$ cat src/cgp_defines.vh
// register map, field positions and timing constants for the clock generator
`ifndef CGP_DEFINES_VH
`define CGP_DEFINES_VH
// register byte addresses (word aligned)
`define CGP_ADDR_LOOPCSR 12'h000
`define CGP_ADDR_CORESEL 12'h004
`define CGP_ADDR_MULT 12'h008
`define CGP_ADDR_REFDIV 12'h00C
`define CGP_ADDR_DIV1 12'h010
`define CGP_ADDR_DIV2 12'h014
`define CGP_ADDR_DIV3 12'h018
`define CGP_ADDR_MODE 12'h01C
`define CGP_ADDR_IDLE 12'h020
// loop control/status fields
`define CGP_CSR_EN 0
`define CGP_CSR_RST 3
`define CGP_CSR_PWRDN 2
`define CGP_CSR_LOCK 5
`define CGP_CSR_STABLE 6
// writable loop control bits: enable, power-down, loop reset
`define CGP_CSR_WMASK 4'hD
// reset values
`define CGP_CSR_RESET 4'h8
`define CGP_CORESEL_RESET 4'hB
`define CGP_MULT_RESET 4'h2
`define CGP_REFDIV_RESET 5'h00
`define CGP_POSTDIV_RESET 2'h3
// post-divider codes: 0 -> /1, 1 -> /2, others -> /4
`define CGP_PD_DIV1 2'h0
`define CGP_PD_DIV2 2'h1
// multiplier limits
`define CGP_MULT_MIN 4'h2
// oscillator stabilization count
`define CGP_OSC_STAB_CYCLES 41032
`define CGP_OSC_CNT_W 16
// modelled loop lock time, reference cycles
`define CGP_LOCK_CYCLES 8'h40
`endif

$ cat src/cgp_clock_gen.v
// system clock generator: source select, loop model, post-dividers, osc power
//
// Summary of operation
// [RULE1] strap at reset picks oscillator or pin
// [RULE2] loop divides by 1..32, multiplies 2..15
// [RULE3] loop enable bit picks loop or bypass
// [RULE4] reset leaves generator in bypass mode
// [RULE5] oscillator source: power down when idle
// [RULE6] pin source: power down immediately
// [RULE7] count 41032 cycles of oscillator stabilization
// [RULE8] hold execution until stabilization ends
// [RULE9] resume execution when wake count ends
// [RULE10] software keeps loop frequencies in range
// [RULE11] software keeps memory clock within limits
// [RULE12] core select field defaults to 1011b
// [RULE13] fast group from divider one, /4 default
// [RULE14] slow group from divider two, /4 default
// [RULE15] software keeps slow below fast group
// [RULE16] memory group from divider three, /4 default
// [RULE17] software keeps memory below fast group
// [RULE18] lock flag bit 5 shows loop lock
// [RULE19] stable flag bit 6 shows count done
// [RULE20] clock switching and divider changes glitch free
`timescale 1ns/1ps
`include "cgp_defines.vh"
module cgp_clock_gen #(
	parameter STAB_CYCLES = `CGP_OSC_STAB_CYCLES
) (
	input wire ref_clk,
	input wire reset,
	input wire boot_strap_pin,
	input wire clockgen_idle_flag,
	input wire counter_disable,
	input wire test_mode,
	input wire psel,
	input wire penable,
	input wire pwrite,
	input wire [11:0] paddr,
	input wire [31:0] pwdata,
	output wire pready,
	output reg [31:0] prdata,
	output wire pslverr,
	output wire osc_powerdown,
	output wire cpu_run,
	output wire loop_out_tick,
	output wire core_group_tick,
	output wire fast_periph_tick,
	output wire slow_periph_tick,
	output wire ext_memory_tick
);
	// divider code to ratio minus one (0->0, 1->1, else 3)
	function [1:0] cgp_pd_last;
		input [1:0] code;
		begin
			if (code == `CGP_PD_DIV1) begin
				cgp_pd_last = 2'h0;
			end else if (code == `CGP_PD_DIV2) begin
				cgp_pd_last = 2'h1;
			end else begin
				cgp_pd_last = 2'h3;
			end
		end
	endfunction

	localparam ST_STAB = 2'h0;
	localparam ST_RUN = 2'h1;
	localparam ST_PWRDN = 2'h2;
	localparam integer STAB_LAST_I = STAB_CYCLES - 1;
	localparam [`CGP_OSC_CNT_W-1:0] STAB_LAST = STAB_LAST_I[`CGP_OSC_CNT_W-1:0];

	// software visible registers
	reg [3:0] csr_ff; // bit0 loop enable, bit2 power-down, bit3 loop reset
	reg [3:0] coresel_ff;
	reg [3:0] mult_ff;
	reg [4:0] refdiv_ff;
	reg [1:0] div1_ff;
	reg [1:0] div2_ff;
	reg [1:0] div3_ff;
	reg src_sel_ff; // input source select bit
	// oscillator and execution state
	reg [1:0] state_ff;
	reg [1:0] nxt_state;
	reg [`CGP_OSC_CNT_W-1:0] stab_cnt_ff;
	reg [`CGP_OSC_CNT_W-1:0] nxt_stab_cnt;
	reg strap_seen_ff; // first cycle after reset release
	reg stab_done_ff;
	reg run_ff;
	// loop model state
	reg [4:0] ref_cnt_ff;
	reg [3:0] mul_cnt_ff;
	reg [7:0] lock_cnt_ff;
	reg lock_ff;
	reg loop_tick_ff;
	reg sel_loop_ff; // applied bypass/loop choice
	// post-divider counters and applied ratios
	reg [1:0] pd1_cnt_ff;
	reg [1:0] pd2_cnt_ff;
	reg [1:0] pd3_cnt_ff;
	reg [1:0] pd1_last_ff;
	reg [1:0] pd2_last_ff;
	reg [1:0] pd3_last_ff;

	wire wr_en = psel & penable & pwrite;
	wire ref_tick = 1'b1; // one reference cycle per ref_clk edge
	wire mapped = (paddr == `CGP_ADDR_LOOPCSR) | (paddr == `CGP_ADDR_CORESEL) |
		(paddr == `CGP_ADDR_MULT) | (paddr == `CGP_ADDR_REFDIV) |
		(paddr == `CGP_ADDR_DIV1) | (paddr == `CGP_ADDR_DIV2) |
		(paddr == `CGP_ADDR_DIV3) | (paddr == `CGP_ADDR_MODE) |
		(paddr == `CGP_ADDR_IDLE);
	wire stable_flag;
	wire src_tick;
	wire core_tick;

	// apb: zero wait states, unmapped gives slave error
	assign pready = 1'b1;
	assign pslverr = psel & penable & ~mapped;

	// register writes
	always @(posedge ref_clk) begin
		if (reset) begin
			// [RULE4] bypass after reset
			csr_ff <= `CGP_CSR_RESET;
			// [RULE12] core select default
			coresel_ff <= `CGP_CORESEL_RESET;
			mult_ff <= `CGP_MULT_RESET;
			refdiv_ff <= `CGP_REFDIV_RESET;
			// [RULE13] fast divider /4
			div1_ff <= `CGP_POSTDIV_RESET;
			// [RULE14] slow divider /4
			div2_ff <= `CGP_POSTDIV_RESET;
			// [RULE16] memory divider /4
			div3_ff <= `CGP_POSTDIV_RESET;
		end else if (wr_en) begin
			case (paddr)
				`CGP_ADDR_LOOPCSR: begin
					csr_ff <= pwdata[3:0] & `CGP_CSR_WMASK;
				end
				`CGP_ADDR_CORESEL: begin
					coresel_ff <= pwdata[3:0];
				end
				`CGP_ADDR_MULT: begin
					// clamp below the smallest legal multiplier
					mult_ff <= (pwdata[3:0] < `CGP_MULT_MIN) ? `CGP_MULT_MIN : pwdata[3:0];
				end
				`CGP_ADDR_REFDIV: begin
					refdiv_ff <= pwdata[4:0];
				end
				`CGP_ADDR_DIV1: begin
					div1_ff <= pwdata[1:0];
				end
				`CGP_ADDR_DIV2: begin
					div2_ff <= pwdata[1:0];
				end
				`CGP_ADDR_DIV3: begin
					div3_ff <= pwdata[1:0];
				end
				default: begin
				end
			endcase
		end
	end

	// strap capture one cycle after release, never under reset itself
	always @(posedge ref_clk) begin
		if (reset) begin
			strap_seen_ff <= 1'b0;
			src_sel_ff <= 1'b0;
		end else if (!strap_seen_ff) begin
			strap_seen_ff <= 1'b1;
			// [RULE1] strap picks source
			src_sel_ff <= boot_strap_pin;
		end
	end

	// oscillator power and execution state machine
	always @* begin
		nxt_state = state_ff;
		nxt_stab_cnt = stab_cnt_ff;
		case (state_ff)
			ST_STAB: begin
				// [RULE7] stabilization count
				if (stab_cnt_ff == STAB_LAST) begin
					nxt_state = ST_RUN;
				end else begin
					nxt_stab_cnt = stab_cnt_ff + 1'b1;
				end
			end
			ST_RUN: begin
				// [RULE5] oscillator source waits for idle
				if (csr_ff[`CGP_CSR_PWRDN] && (src_sel_ff || clockgen_idle_flag)) begin
					// [RULE6] pin source goes at once
					nxt_state = ST_PWRDN;
				end
			end
			ST_PWRDN: begin
				// wake when software clears power-down
				if (!csr_ff[`CGP_CSR_PWRDN]) begin
					nxt_state = ST_STAB;
					nxt_stab_cnt = {`CGP_OSC_CNT_W{1'b0}};
				end
			end
			default: begin
				nxt_state = ST_STAB;
			end
		endcase
	end

	always @(posedge ref_clk) begin
		if (reset) begin
			state_ff <= ST_STAB;
			stab_cnt_ff <= {`CGP_OSC_CNT_W{1'b0}};
			stab_done_ff <= 1'b0;
			run_ff <= 1'b0;
		end else begin
			// strap high at reset skips the oscillator count
			if (strap_seen_ff || !boot_strap_pin) begin
				state_ff <= nxt_state;
			end else begin
				state_ff <= ST_RUN;
			end
			stab_cnt_ff <= nxt_stab_cnt;
			stab_done_ff <= (nxt_state != ST_STAB);
			// [RULE8] hold execution until stable
			// [RULE9] resume right after wake count
			run_ff <= (nxt_state == ST_RUN) && (strap_seen_ff || boot_strap_pin);
		end
	end

	// [RULE19] stable flag sources
	assign stable_flag = stab_done_ff | counter_disable | test_mode;
	assign osc_powerdown = (state_ff == ST_PWRDN);
	assign cpu_run = run_ff;

	// input clock is absent while the selected oscillator is off
	assign src_tick = ref_tick & ~((state_ff == ST_PWRDN) & ~src_sel_ff);

	// loop model: burst of mult ticks per refdiv+1 src ticks, a reload during a running burst is dropped
	always @(posedge ref_clk) begin
		if (reset || csr_ff[`CGP_CSR_RST]) begin
			ref_cnt_ff <= 5'h00;
			mul_cnt_ff <= 4'h0;
			lock_cnt_ff <= 8'h00;
			lock_ff <= 1'b0;
			loop_tick_ff <= 1'b0;
		end else begin
			loop_tick_ff <= 1'b0;
			if (src_tick) begin
				// [RULE2] reference divide
				if (ref_cnt_ff == refdiv_ff) begin
					ref_cnt_ff <= 5'h00;
					mul_cnt_ff <= mult_ff;
				end else begin
					ref_cnt_ff <= ref_cnt_ff + 5'h01;
				end
				// [RULE18] lock after settling
				if (lock_cnt_ff == `CGP_LOCK_CYCLES) begin
					lock_ff <= 1'b1;
				end else begin
					lock_cnt_ff <= lock_cnt_ff + 8'h01;
				end
			end
			// [RULE2] multiply as burst of ticks
			if (mul_cnt_ff != 4'h0) begin
				mul_cnt_ff <= mul_cnt_ff - 4'h1;
				loop_tick_ff <= 1'b1;
			end
		end
	end

	// [RULE20] switch bypass/loop only on a cycle without a loop tick
	always @(posedge ref_clk) begin
		if (reset) begin
			sel_loop_ff <= 1'b0;
		end else if (!loop_tick_ff && !src_tick) begin
			sel_loop_ff <= csr_ff[`CGP_CSR_EN];
		end else if (csr_ff[`CGP_CSR_EN] != sel_loop_ff && !loop_tick_ff) begin
			sel_loop_ff <= csr_ff[`CGP_CSR_EN];
		end
	end

	// [RULE3] loop or bypass output
	assign core_tick = sel_loop_ff ? loop_tick_ff : src_tick;
	assign loop_out_tick = loop_tick_ff;
	assign core_group_tick = core_tick;

	// post-dividers: new ratio taken only at a period boundary
	always @(posedge ref_clk) begin
		if (reset) begin
			pd1_cnt_ff <= 2'h0;
			pd2_cnt_ff <= 2'h0;
			pd3_cnt_ff <= 2'h0;
			pd1_last_ff <= cgp_pd_last(`CGP_POSTDIV_RESET);
			pd2_last_ff <= cgp_pd_last(`CGP_POSTDIV_RESET);
			pd3_last_ff <= cgp_pd_last(`CGP_POSTDIV_RESET);
		end else if (core_tick) begin
			// [RULE13] fast group divider
			if (pd1_cnt_ff >= pd1_last_ff) begin
				pd1_cnt_ff <= 2'h0;
				// [RULE20] ratio change at boundary
				pd1_last_ff <= cgp_pd_last(div1_ff);
			end else begin
				pd1_cnt_ff <= pd1_cnt_ff + 2'h1;
			end
			// [RULE14] slow group divider
			if (pd2_cnt_ff >= pd2_last_ff) begin
				pd2_cnt_ff <= 2'h0;
				pd2_last_ff <= cgp_pd_last(div2_ff);
			end else begin
				pd2_cnt_ff <= pd2_cnt_ff + 2'h1;
			end
			// [RULE16] memory group divider
			if (pd3_cnt_ff >= pd3_last_ff) begin
				pd3_cnt_ff <= 2'h0;
				pd3_last_ff <= cgp_pd_last(div3_ff);
			end else begin
				pd3_cnt_ff <= pd3_cnt_ff + 2'h1;
			end
		end
	end

	// group ticks fire on the last count of each period
	assign fast_periph_tick = core_tick & (pd1_cnt_ff >= pd1_last_ff);
	assign slow_periph_tick = core_tick & (pd2_cnt_ff >= pd2_last_ff);
	assign ext_memory_tick = core_tick & (pd3_cnt_ff >= pd3_last_ff);

	// read data loaded in the setup phase, so it stands from a flop in access
	always @(posedge ref_clk) begin
		if (reset) begin
			prdata <= 32'h0000_0000;
		end else if (psel && !penable) begin
			prdata <= 32'h0000_0000;
			case (paddr)
				`CGP_ADDR_LOOPCSR: begin
					prdata[3:0] <= csr_ff;
					prdata[`CGP_CSR_LOCK] <= lock_ff;
					prdata[`CGP_CSR_STABLE] <= stable_flag;
				end
				`CGP_ADDR_CORESEL: begin
					prdata[3:0] <= coresel_ff;
				end
				`CGP_ADDR_MULT: begin
					prdata[3:0] <= mult_ff;
				end
				`CGP_ADDR_REFDIV: begin
					prdata[4:0] <= refdiv_ff;
				end
				`CGP_ADDR_DIV1: begin
					prdata[1:0] <= div1_ff;
				end
				`CGP_ADDR_DIV2: begin
					prdata[1:0] <= div2_ff;
				end
				`CGP_ADDR_DIV3: begin
					prdata[1:0] <= div3_ff;
				end
				`CGP_ADDR_MODE: begin
					prdata[0] <= src_sel_ff;
				end
				`CGP_ADDR_IDLE: begin
					prdata[1:0] <= state_ff;
					prdata[2] <= run_ff;
				end
				default: begin
					prdata <= 32'h0000_0000;
				end
			endcase
		end
	end
endmodule

$ cat config.mk
export PLATFORM = sky130hd
export DESIGN_NAME = cgp_clock_gen
export DESIGN_NICKNAME = d
export VERILOG_FILES = /design/src/cgp_clock_gen.v
export VERILOG_INCLUDE_DIRS = /design/src
export SDC_FILE = /design/constraint.sdc
export NUM_CORES = 1
export LEC_CHECK = 0
export ABC_AREA = 1
export BUFFER_PORTS_ARGS = -buffer_cell sky130_fd_sc_hd__buf_4
export CORE_AREA = 2 2 81 115
export CTS_CLUSTER_SIZE = 25
export DETAILED_ROUTE_END_ITERATION = 10
export DIE_AREA = 0 0 83 117
export GPL_TIMING_DRIVEN = 0
export MAX_ROUTING_LAYER = met4
export PLACE_DENSITY = 0.79
export SLEW_MARGIN = 20
export SYNTH_ARGS = -nofsm -noshare
export SYNTH_HDL_FRONTEND = slang
export SYNTH_SLANG_ARGS = --single-unit
$ cat constraint.sdc
create_clock -name ref_clk -period 1.94 [get_ports ref_clk]
set_input_delay 0.388 -clock ref_clk [delete_from_list [all_inputs] [get_ports ref_clk]]
set_output_delay 0.388 -clock ref_clk [all_outputs]
set_load 0.05 [all_outputs]
**After elaboration in Yosys (flattened, before gate mapping)**

Cells that the tools add are included.

- $add $sub $neg: 7
- Magnitude comparators: 4
- Equal/unequal tests: 21
- Mux-type cells: 33
- Bitwise operators: 22
- Reduce and logical (&&, ||, !) cells: 37

Operators by type and width:

| cell | count |
|---|---|
| 12-bit by 5-bit equality test with 1-bit output (second input constant) | 4 |
| 16-bit 2-to-1 mux | 2 |
| 16-bit one-hot mux with 2 select lines | 1 |
| 2-bit 2-to-1 mux | 13 |
| 2-bit AND reduction | 13 |
| 12-bit by 4-bit equality test with 1-bit output (second input constant) | 2 |
| 16-bit by 1-bit adder with 16-bit output (second input constant) | 1 |
| 16-bit equality test (second input constant) | 1 |
| 4-bit 2-to-1 mux | 4 |
| 12-bit by 3-bit equality test with 1-bit output (second input constant) | 1 |
| 12-bit by 6-bit equality test with 1-bit output (second input constant) | 1 |
| 12-bit zero test | 1 |
| 2-bit by 1-bit equality test with 1-bit output (second input constant) | 5 |
| 1-bit bitwise OR | 10 |
| 1-bit one-hot mux with 9 select lines | 1 |
| 8-bit by 1-bit adder with 8-bit output (second input constant) | 1 |
| 8-bit by 7-bit equality test with 1-bit output (second input constant) | 1 |
| 2-bit zero test | 4 |
| 2-bit nonzero test | 4 |
| 1-bit bitwise AND | 7 |
| 1-bit 2-to-1 mux | 7 |
| 1-bit one-hot mux with 7 select lines | 1 |
| 2-bit by 1-bit adder with 2-bit output (second input constant) | 3 |
| 2-bit greater-or-equal comparator | 3 |
| 18 further kinds | 33 |

- Register bits after elaboration: 83
- Input bits: 53
- Output and inout port bits: 41

**Logic depth before layout (Yosys ltp)**

Gate-level depths: netlist of the first run.

- Depth in word-level cells: 11
- Gate-level depth with buffers: 11
- Depth with buffers taken out: 11

**Worst setup path after synthesis of the first run**

No wires, ideal clock.

- Path type: input port to output port
- Start point: in paddr[11]
- End point: out pslverr
- Data arrival time: 1.698 ns
- Path slack: -0.146 ns
- Stages: 9
- Path through: nor2_1 nand2_1 nor2_2 buf_4 nand2_1 nand2_1 a31oi_1 nand3_1 nor2_1

- Word-level cells in the longest chain between the ends: 11
- Elaborated cells on any way between the ends: 19
- Those cells by class: eq/ne (8); bitwise (10); reduce/logical (1)

Ends and longest elaborated chain:

| element | RTL line | text |
|---|---|---|
| start: declaration | cgp_clock_gen.v:38 | `input wire [11:0] paddr,` |
| 12-bit by 3-bit equality test with 1-bit output or 12-bit zero test (tied branches) | - |  |
| 1-bit bitwise OR (7 in series) | cgp_clock_gen.v:105 | `` wire mapped = (paddr == `CGP_ADDR_LOOPCSR) \| (paddr == `CGP_ADDR_CORESEL) \| `` |
| 1-bit bitwise OR (*) | cgp_clock_gen.v:105 |  |
| 1-bit NOT (*) | cgp_clock_gen.v:116 | `assign pslverr = psel & penable & ~mapped;` |
| 1-bit bitwise AND (*) | cgp_clock_gen.v:116 |  |
| end: declaration | cgp_clock_gen.v:42 | `output wire pslverr,` |

Every way passes the cells marked *; elsewhere a longest branch is shown, timed or not.

**Worst setup path after layout of the first run**

- Start point: reg pd3_last_ff[1]
- End point: out ext_memory_tick

- Word-level cells in the longest chain between the ends: 2

Ends and longest elaborated chain:

| element | RTL line | text |
|---|---|---|
| start: declaration | cgp_clock_gen.v:101 | `reg [1:0] pd3_last_ff;` |
| start signal: assignment | cgp_clock_gen.v:294 | `` pd3_last_ff <= cgp_pd_last(`CGP_POSTDIV_RESET); `` |
| start signal: assignment | cgp_clock_gen.v:314 | `pd3_last_ff <= cgp_pd_last(div3_ff);` |
| 2-bit greater-or-equal comparator | cgp_clock_gen.v:324 | `assign ext_memory_tick = core_tick & (pd3_cnt_ff >= pd3_last_ff);` |
| 1-bit bitwise AND | cgp_clock_gen.v:324 |  |
| end: declaration | cgp_clock_gen.v:49 | `output wire ext_memory_tick` |

Every way passes these cells.

==> impl_results.md, run 1 <==
- Min cycle time layout: 1.90 ns
- CORE AREA: roughly 9000 um2
- Synthesis warning total: 0
- Die width: 83 um
- Final instance area: 5710 um2
- Inst Count DP: a little over 800
- Iteration-0 DRC Markers: 213
- Main synth FF type: dfxtp_1
- Seq cells post-synth: 83
- First-pass GRT wire length: 18100 um
- Die area: 9710 um2
- Start of the worst register-to-register path: state_ff[0]
- DP Worst Slack: -0.0522 ns
- Int Pwr: 3.49 mW
- Final hold viol count: 0
- Slew HR: 0.513
- Peak supply drop: approximately 0.00056 V
- GR Util All Layers: 0.238
- IO Pins: 94
- Dominant cells by area after synthesis: dfxtp_1 (36%), nand2_1 (9.2%), nor2_1 (6.7%)
- Switch share: 0.314
- Pwr Density: 891 nW/um2
- Leakage power figure: around 2.5 nW
- Pre-Repair DR Iteration Count: 5
- Netlist cell types: 45
- R2r worst-path depth: 12
- Worst EP required: 1.55 ns
- Critical Path AT: 1.51 ns
- Share of the synthesized area in the top cell type: 0.356
- H-tree depth: 3
- DRC Markers: 0
- Area growth from synthesis to layout: 22.2%
- Final #Nets: 798
- Worst-Margin Slew: 0.730 ns
- Final period util: 0.977
- CTS tree: built
- Number of enable flip-flop cells after synthesis: 0
- Placed instance area: between 5000 and 6000 um2
- Final Setup Violations: 0
- Status: complete, no violations
- Vias: ~4300
- Starting Density: 0.533
- Seq pwr share: 0.374
- Vias in the first global route: 3990
- Avg Synthesized Cell Area: 7.17 um2
- Non-filler cells, final: 846
- Max Cap Viol: 0
- Synth Cell Area: ~4700 um2
- Critical path capture point type: output pin
- CTS Hold Buffers Added: 0
- Area leader, netlist: dfxtp_1
- Setup ws final: 0.0443 ns
- Post-synth ARST share: 0
- Filler cells: between 700 and 800
- Die Ht: 117 um
- CTS Sinks: 83
- Dpl hpwl: 8390 um
- GRT overflow: 0
- Ratio of cells with drive above 1 in the final layout: 0.271
- Achievable Freq: 0.527 GHz
- Worst skew pair latency: roughly 0.33 ns
- Pin count of the biggest net entering global routing: 15
- Vias per cell: 5.12
- Routability cong.: ~0.90
- Reg2reg end: pd2_last_ff[1]
- CP Max Fanout: 2
- Clk pwr share: 0.350
- Number of CTS-inserted buffers: 9
- Worst setup endpoint: ext_memory_tick
- WL/cell: 13.3 um
- RSZ-0062 raised after global routing: yes
- Critical path launch point: pd3_last_ff[1]
- Logic pwr share: 0.276
- Antenna-violating nets left: 0
- Sequential element share of the synthesized area: 0.356
- R2R setup slack: 0.12 ns
- Number of diodes: 0
- Crit Path Class: register to output pin
- Worst hold margin: 0.328 ns
- CTS root buffer: clkbuf_16
- WL final: 11200 um
- Pins over their slew limit: 0
- # rows: 41
- Net Sw Power: 1.60 mW
- Cells after synthesis: 652
- Hold Path Class: input pin to register
- Initial antenna violation count: 0
- Clk_skew: 0.00512 ns
- Longest Clk Path Bufs: 2
- Port-buffer cells: 39
- Clock transition at path regs: about 0.060 ns
- Kind of start point of the critical path: register
-- per-stage QoR --
step	util	power, mW	TNS (ns)
6_report	0.651	5.09	0
2_1_floorplan	-	2.78	0
3_5_place_dp	0.592	3.04	-0.0522
3_3_place_gp	0.592	2.99	-0.0467
5_1_grt	0.651	5.31	-0.0278
4_1_cts	0.641	5.04	0
-- timing repair --
action / 4_1_cts / 5_1_grt
setup buffers: 8 / 2
pin swaps: 11 / 11
gates resized for setup: 17 / 18
endpoints found under the setup margin: 5 / 8
-- worst min path at each step --
| stage | from | endpoint | cells past startpoint |
|---|---|---|---|
| after floorplan | strap_seen_ff | src_sel_ff | 1 |
| after global placement | strap_seen_ff | src_sel_ff | 1 |
| after detailed placement | strap_seen_ff | src_sel_ff | 1 |
| after CTS | test_mode | prdata[6] | 3 |
| after global routing | test_mode | prdata[6] | 3 |
| final | test_mode | prdata[6] | 3 |
-- registers in the layout, indices dropped and copies added, names as in the netlist, 2 cells and up --
signal       cells
coresel_ff       4
csr_ff           3
div1_ff          2
div2_ff          2
div3_ff          2
lock_cnt_ff      8
mul_cnt_ff       4
mult_ff          4
pd1_cnt_ff       2
pd1_last_ff      2
pd2_cnt_ff       2
pd2_last_ff      2
pd3_cnt_ff       2
pd3_last_ff      2
prdata           7
ref_cnt_ff       5
refdiv_ff        5
stab_cnt_ff     16
state_ff         2
-- final cells by class --
| cell class | count | area (um2) | share of cell area |
|---|---|---|---|
| plain buffers | 36 | 267 | 0.0467 |
| clock buffers | 12 | 267 | 0.0467 |
| clock inverters | 4 | 47.5 | 0.00833 |
| inverters | 86 | 333 | 0.0583 |
| multi-input cells | 469 | 2610 | 0.457 |
| flip-flops and latches | 83 | 1670 | 0.293 |
| well taps | 107 | 134 | 0.0234 |
| repair buffers | 49 | 383 | 0.0671 |
-- synthesized netlist by cell type (3+ instances only) --
cell type / n
nand4_1: 7
a21oi_2: 17
inv_2: 10
o22ai_1: 3
o21ai_0: 33
xor2_1: 11
nand2_2: 22
clkbuf_1: 4
and3_1: 3
inv_1: 72
nor2_4: 8
nor2_2: 6
dfxtp_1: 83
buf_4: 28
nand2_1: 115
o211ai_1: 7
o211ai_2: 3
nor3_2: 3
nor3_1: 15
a211oi_1: 4
nand3_1: 40
nor2_1: 84
ha_1: 11
a21oi_1: 34
-- layer usage --
layer / vias to the layer above / track usage / routed length (um)
met5: - / - / 0
met4: 0 / 0.102 / 286
li1: 2219 / - / -
met1: 1970 / 0.264 / 4620
met3: 24 / 0.0393 / 488
met2: 119 / 0.425 / 5840
-- placed cells by master, fill, tap and decap left out, drive strengths merged, types with 3 or more instances in the layout --
master  synthesis  layout
clkbuf          4      16
o22ai           3       3
conb            2      26
and3            3       3
o21ai          36      36
nor2           98      98
inv            84      83
nor3           18      18
clkinv          2       4
a21oi          51      51
nand3          41      41
nand2         137     137
ha             11      11
a211oi          4       4
nand4           8       8
buf            34      81
xor2           11      11
o211ai         10      10
dfxtp          83      83
-- power groups by stage --
stage	clock [mW]	combinational [mW]	sequential (mW)
finish	1.78	1.40	1.90
global route	1.86	1.54	1.92
CTS	1.79	1.36	1.88
detailed placement	0	1.14	1.91
global placement	0	1.09	1.90
floorplan	0	0.867	1.91
-- cells by family after synthesis --
logic type	synth area share
XOR/XNOR	0.0225
other	0.00161
multiplexers	0.00214
AND/OR/NAND/NOR	0.309
AO/OA/AOI/OAI	0.150
buffers and inverters	0.130
adder cells (fa/ha/maj)	0.0295
flip-flops	0.356
-- critical path, stage by stage, from the launching register on --
cell      delay [ns]
dfxtp_2         0.34
inv_2           0.05
ha_4            0.26
inv_1           0.04
nor2_1          0.13
a211oi_2        0.07
nor2_4          0.11
buf_6           0.17
(Power assumes the default switching activity.)
==> inputs of run 2 (changes only) <==
--- a/config.mk
+++ b/config.mk
@@ -12,7 +12,6 @@
 export CTS_CLUSTER_SIZE = 25
 export DETAILED_ROUTE_END_ITERATION = 10
 export DIE_AREA = 0 0 83 117
-export GPL_TIMING_DRIVEN = 0
 export MAX_ROUTING_LAYER = met4
 export PLACE_DENSITY = 0.79
 export SLEW_MARGIN = 20
==> impl_results.md, run 2 (synthesis gave the netlist of run 1 again) <==
- Logic pwr share: 0.284 (+0.008)
- WL/cell: 13.0 um (-1.9%)
- Delay-heaviest family, CP: flip-flops
- Biggest regs: stab_cnt_ff x16, lock_cnt_ff x8, prdata x7
- IO Pins: 94 (unchanged)
- CTS Sinks: 83 (unchanged)
- CP Max Fanout: 2 (unchanged)
- # rows: 41 (unchanged)
- Iteration-0 DRC Markers: 272 (+28%)
- Initial antenna violation count: 0 (unchanged)
- Status: complete, no violations
- Worst EP required: 1.55 ns (about the same)
- Commonest non-fill, non-tap cell in the layout: nand2_1
- Seq pwr share: 0.377 (+0.003)
- Critical path capture point type: output pin
- Placed instance area: 5030 um2 (-3.0%)
- Int Pwr: 3.44 mW (-1.5%)
- Critical Path AT: 1.51 ns (about the same)
- Vias: 4297 (-0.81%)
- Kind of start point of the critical path: register
- Net Sw Power: 1.61 mW (+1.0%)
- Die area: 9710 um2 (unchanged)
- Largest reg by FF count: stab_cnt_ff
- Starting Density: 0.533 (unchanged)
- Max FFs per register: 16 (unchanged)
- Post-layout util: 0.634 (-0.0170)
- CTS Hold Buffers Added: 0 (unchanged)
- Min cycle time layout: 1.90 ns (+0.00584 ns)
- Critical path cell sequence: inv_1 > ha_1 > a211oi_2 > nor2_4 > buf_6
- Port-buffer cells: 40 (+2.6%)
- Achievable Freq: 0.526 GHz (-0.31%)
- Dpl hpwl: 7950 um (-5.3%)
- Worst hold margin: 0.325 ns (-0.00241 ns)
- Clk_skew: 0.00545 ns (+0.000336 ns)
- Filler cells: 769 (+2.1%)
- WL final: 10800 um (-4.3%)
- H-tree depth: 3 (unchanged)
- Leakage power figure: 2.40 nW (-3.5%)
- Clock transition at path regs: 0.06 ns (about the same)
- Switch share: 0.319 (+0.00549)
- Antenna-violating nets left: 0 (unchanged)
- Slowest CP cell: dfxtp_2
- Final Setup Violations: 0 (unchanged)
- Pin count of the biggest net entering global routing: 27 (+12)
- Final #Nets: 778 (-2.5%)
- Vias in the first global route: 3906 (-2.1%)
- Area growth from synthesis to layout: 19.0%
- Final hold viol count: 0 (unchanged)
- Pins over their slew limit: 0 (unchanged)
- Hold Path Class: input pin to register
- Slowest Stage Delay on Critical Path: 0.33 ns (about the same)
- DP Worst Slack: 0.0838 ns (+0.136 ns)
- CORE AREA: 8770 um2 (unchanged)
- Vias per cell: 5.20 (+1.6%)
- GR Util All Layers: 0.226 (-0.0120)
- Pre-Repair DR Iteration Count: 5 (unchanged)
- Die width: 83 um (unchanged)
- CTS tree: built
- Max Cap Viol: 0 (unchanged)
- Final instance area: 5560 um2 (-2.6%)
- Longest Clk Path Bufs: 2 (unchanged)
- Number of CTS-inserted buffers: 9 (unchanged)
- Worst skew pair latency: 0.35 ns (+0.02 ns)
- First-pass GRT wire length: 17300 um (-4.8%)
- Most frequent cells in the layout: nand2_1 (111), nor2_1 (80), dfxtp_1 (74)
- Clk pwr share: 0.339 (-0.011)
- Pwr Density: 908 nW/um2 (+2.0%)
- Routability cong.: 0.898 (-0.78%)
- GRT overflow: 0 (unchanged)
- DRC Markers: 0 (unchanged)
- Setup ws final: 0.0384 ns (-0.00584 ns)
- WP buf/inv: 2 (-1)
- Ratio of cells with drive above 1 in the final layout: 0.264 (-0.00638)
- Crit Path Class: register to output pin
- CTS root buffer: clkbuf_16
- Peak supply drop: 0.000574 V (+3.4%)
- Number of diodes: 0 (unchanged)
- Final period util: 0.980 (+0.00301)
- Die Ht: 117 um (unchanged)
- Overall power: 5.05 mW (-0.71%)
-- run 2: final timing paths --
kind | start | to | slack, ns | cells after the start
max reg2reg | mul_cnt_ff[0] | mul_cnt_ff[3] | 0.20 | 10
min | pwdata[4] | refdiv_ff[4] | 0.33 | 3
min reg2reg | strap_seen_ff | src_sel_ff | 0.45 | 1
max | pd2_cnt_ff[0] | slow_periph_tick | 0.04 | 5
-- run 2: area by class of cell --
| cell class | count | area [um2] | share of cell area |
|---|---|---|---|
| Timing Repair Buffer | 65 | 510 | 0.0918 |
| Clock buffer | 11 | 243 | 0.0437 |
| Sequential cell | 83 | 1670 | 0.301 |
| Multi-Input combinational cell | 469 | 2620 | 0.471 |
| Clock inverter | 5 | 52.6 | 0.00945 |
| Inverter | 86 | 332 | 0.0596 |
| Tap cell | 107 | 134 | 0.0241 |
-- run 2: per-stage QoR --
step / instances / TNS [ns]
after floorplan: 676 / 0
after detailed placement: 800 / 0
after global routing: 826 / -0.0138
after global placement: 800 / 0
final: 826 / 0
after CTS: 818 / 0
-- run 2: per-layer routing --
metal  part of all wire  wire length (um)  GRT usage  vias to the layer above
met5                  0                 0          -                        -
met4              0.029               312     0.0962                        0
met3              0.043               459     0.0491                       22
met2               0.52              5550      0.399                      116
met1               0.41              4440      0.247                     1992
li1                   -                 -          -                     2167
-- run 2: worst register-to-register path, stage by stage, from the launching register on --
cell and delay, ns:
dfxtp_1 0.33, inv_1 0.10, ha_1 0.17, inv_1 0.06
nor2_1 0.09, inv_1 0.08, nor2_1 0.36, inv_1 0.15
o22ai_1 0.16, a31oi_1 0.07, nor2_1 0.12
-- run 2: repair_timing --
action                                  in CTS  in global routing
pin swaps                                    4                 17
gates resized for setup                      9                 35
endpoints found under the setup margin       3                  4
setup buffers                                2                  8
-- run 2: power by group through the flow --
stage	sequential, mW	combinational, mW	clock [mW]
final	1.90	1.43	1.71
after global routing	1.91	1.57	1.80
after CTS	1.88	1.20	1.73
after detailed placement	1.91	1.08	0
after global placement	1.90	1.05	0
after floorplan	1.91	0.867	0
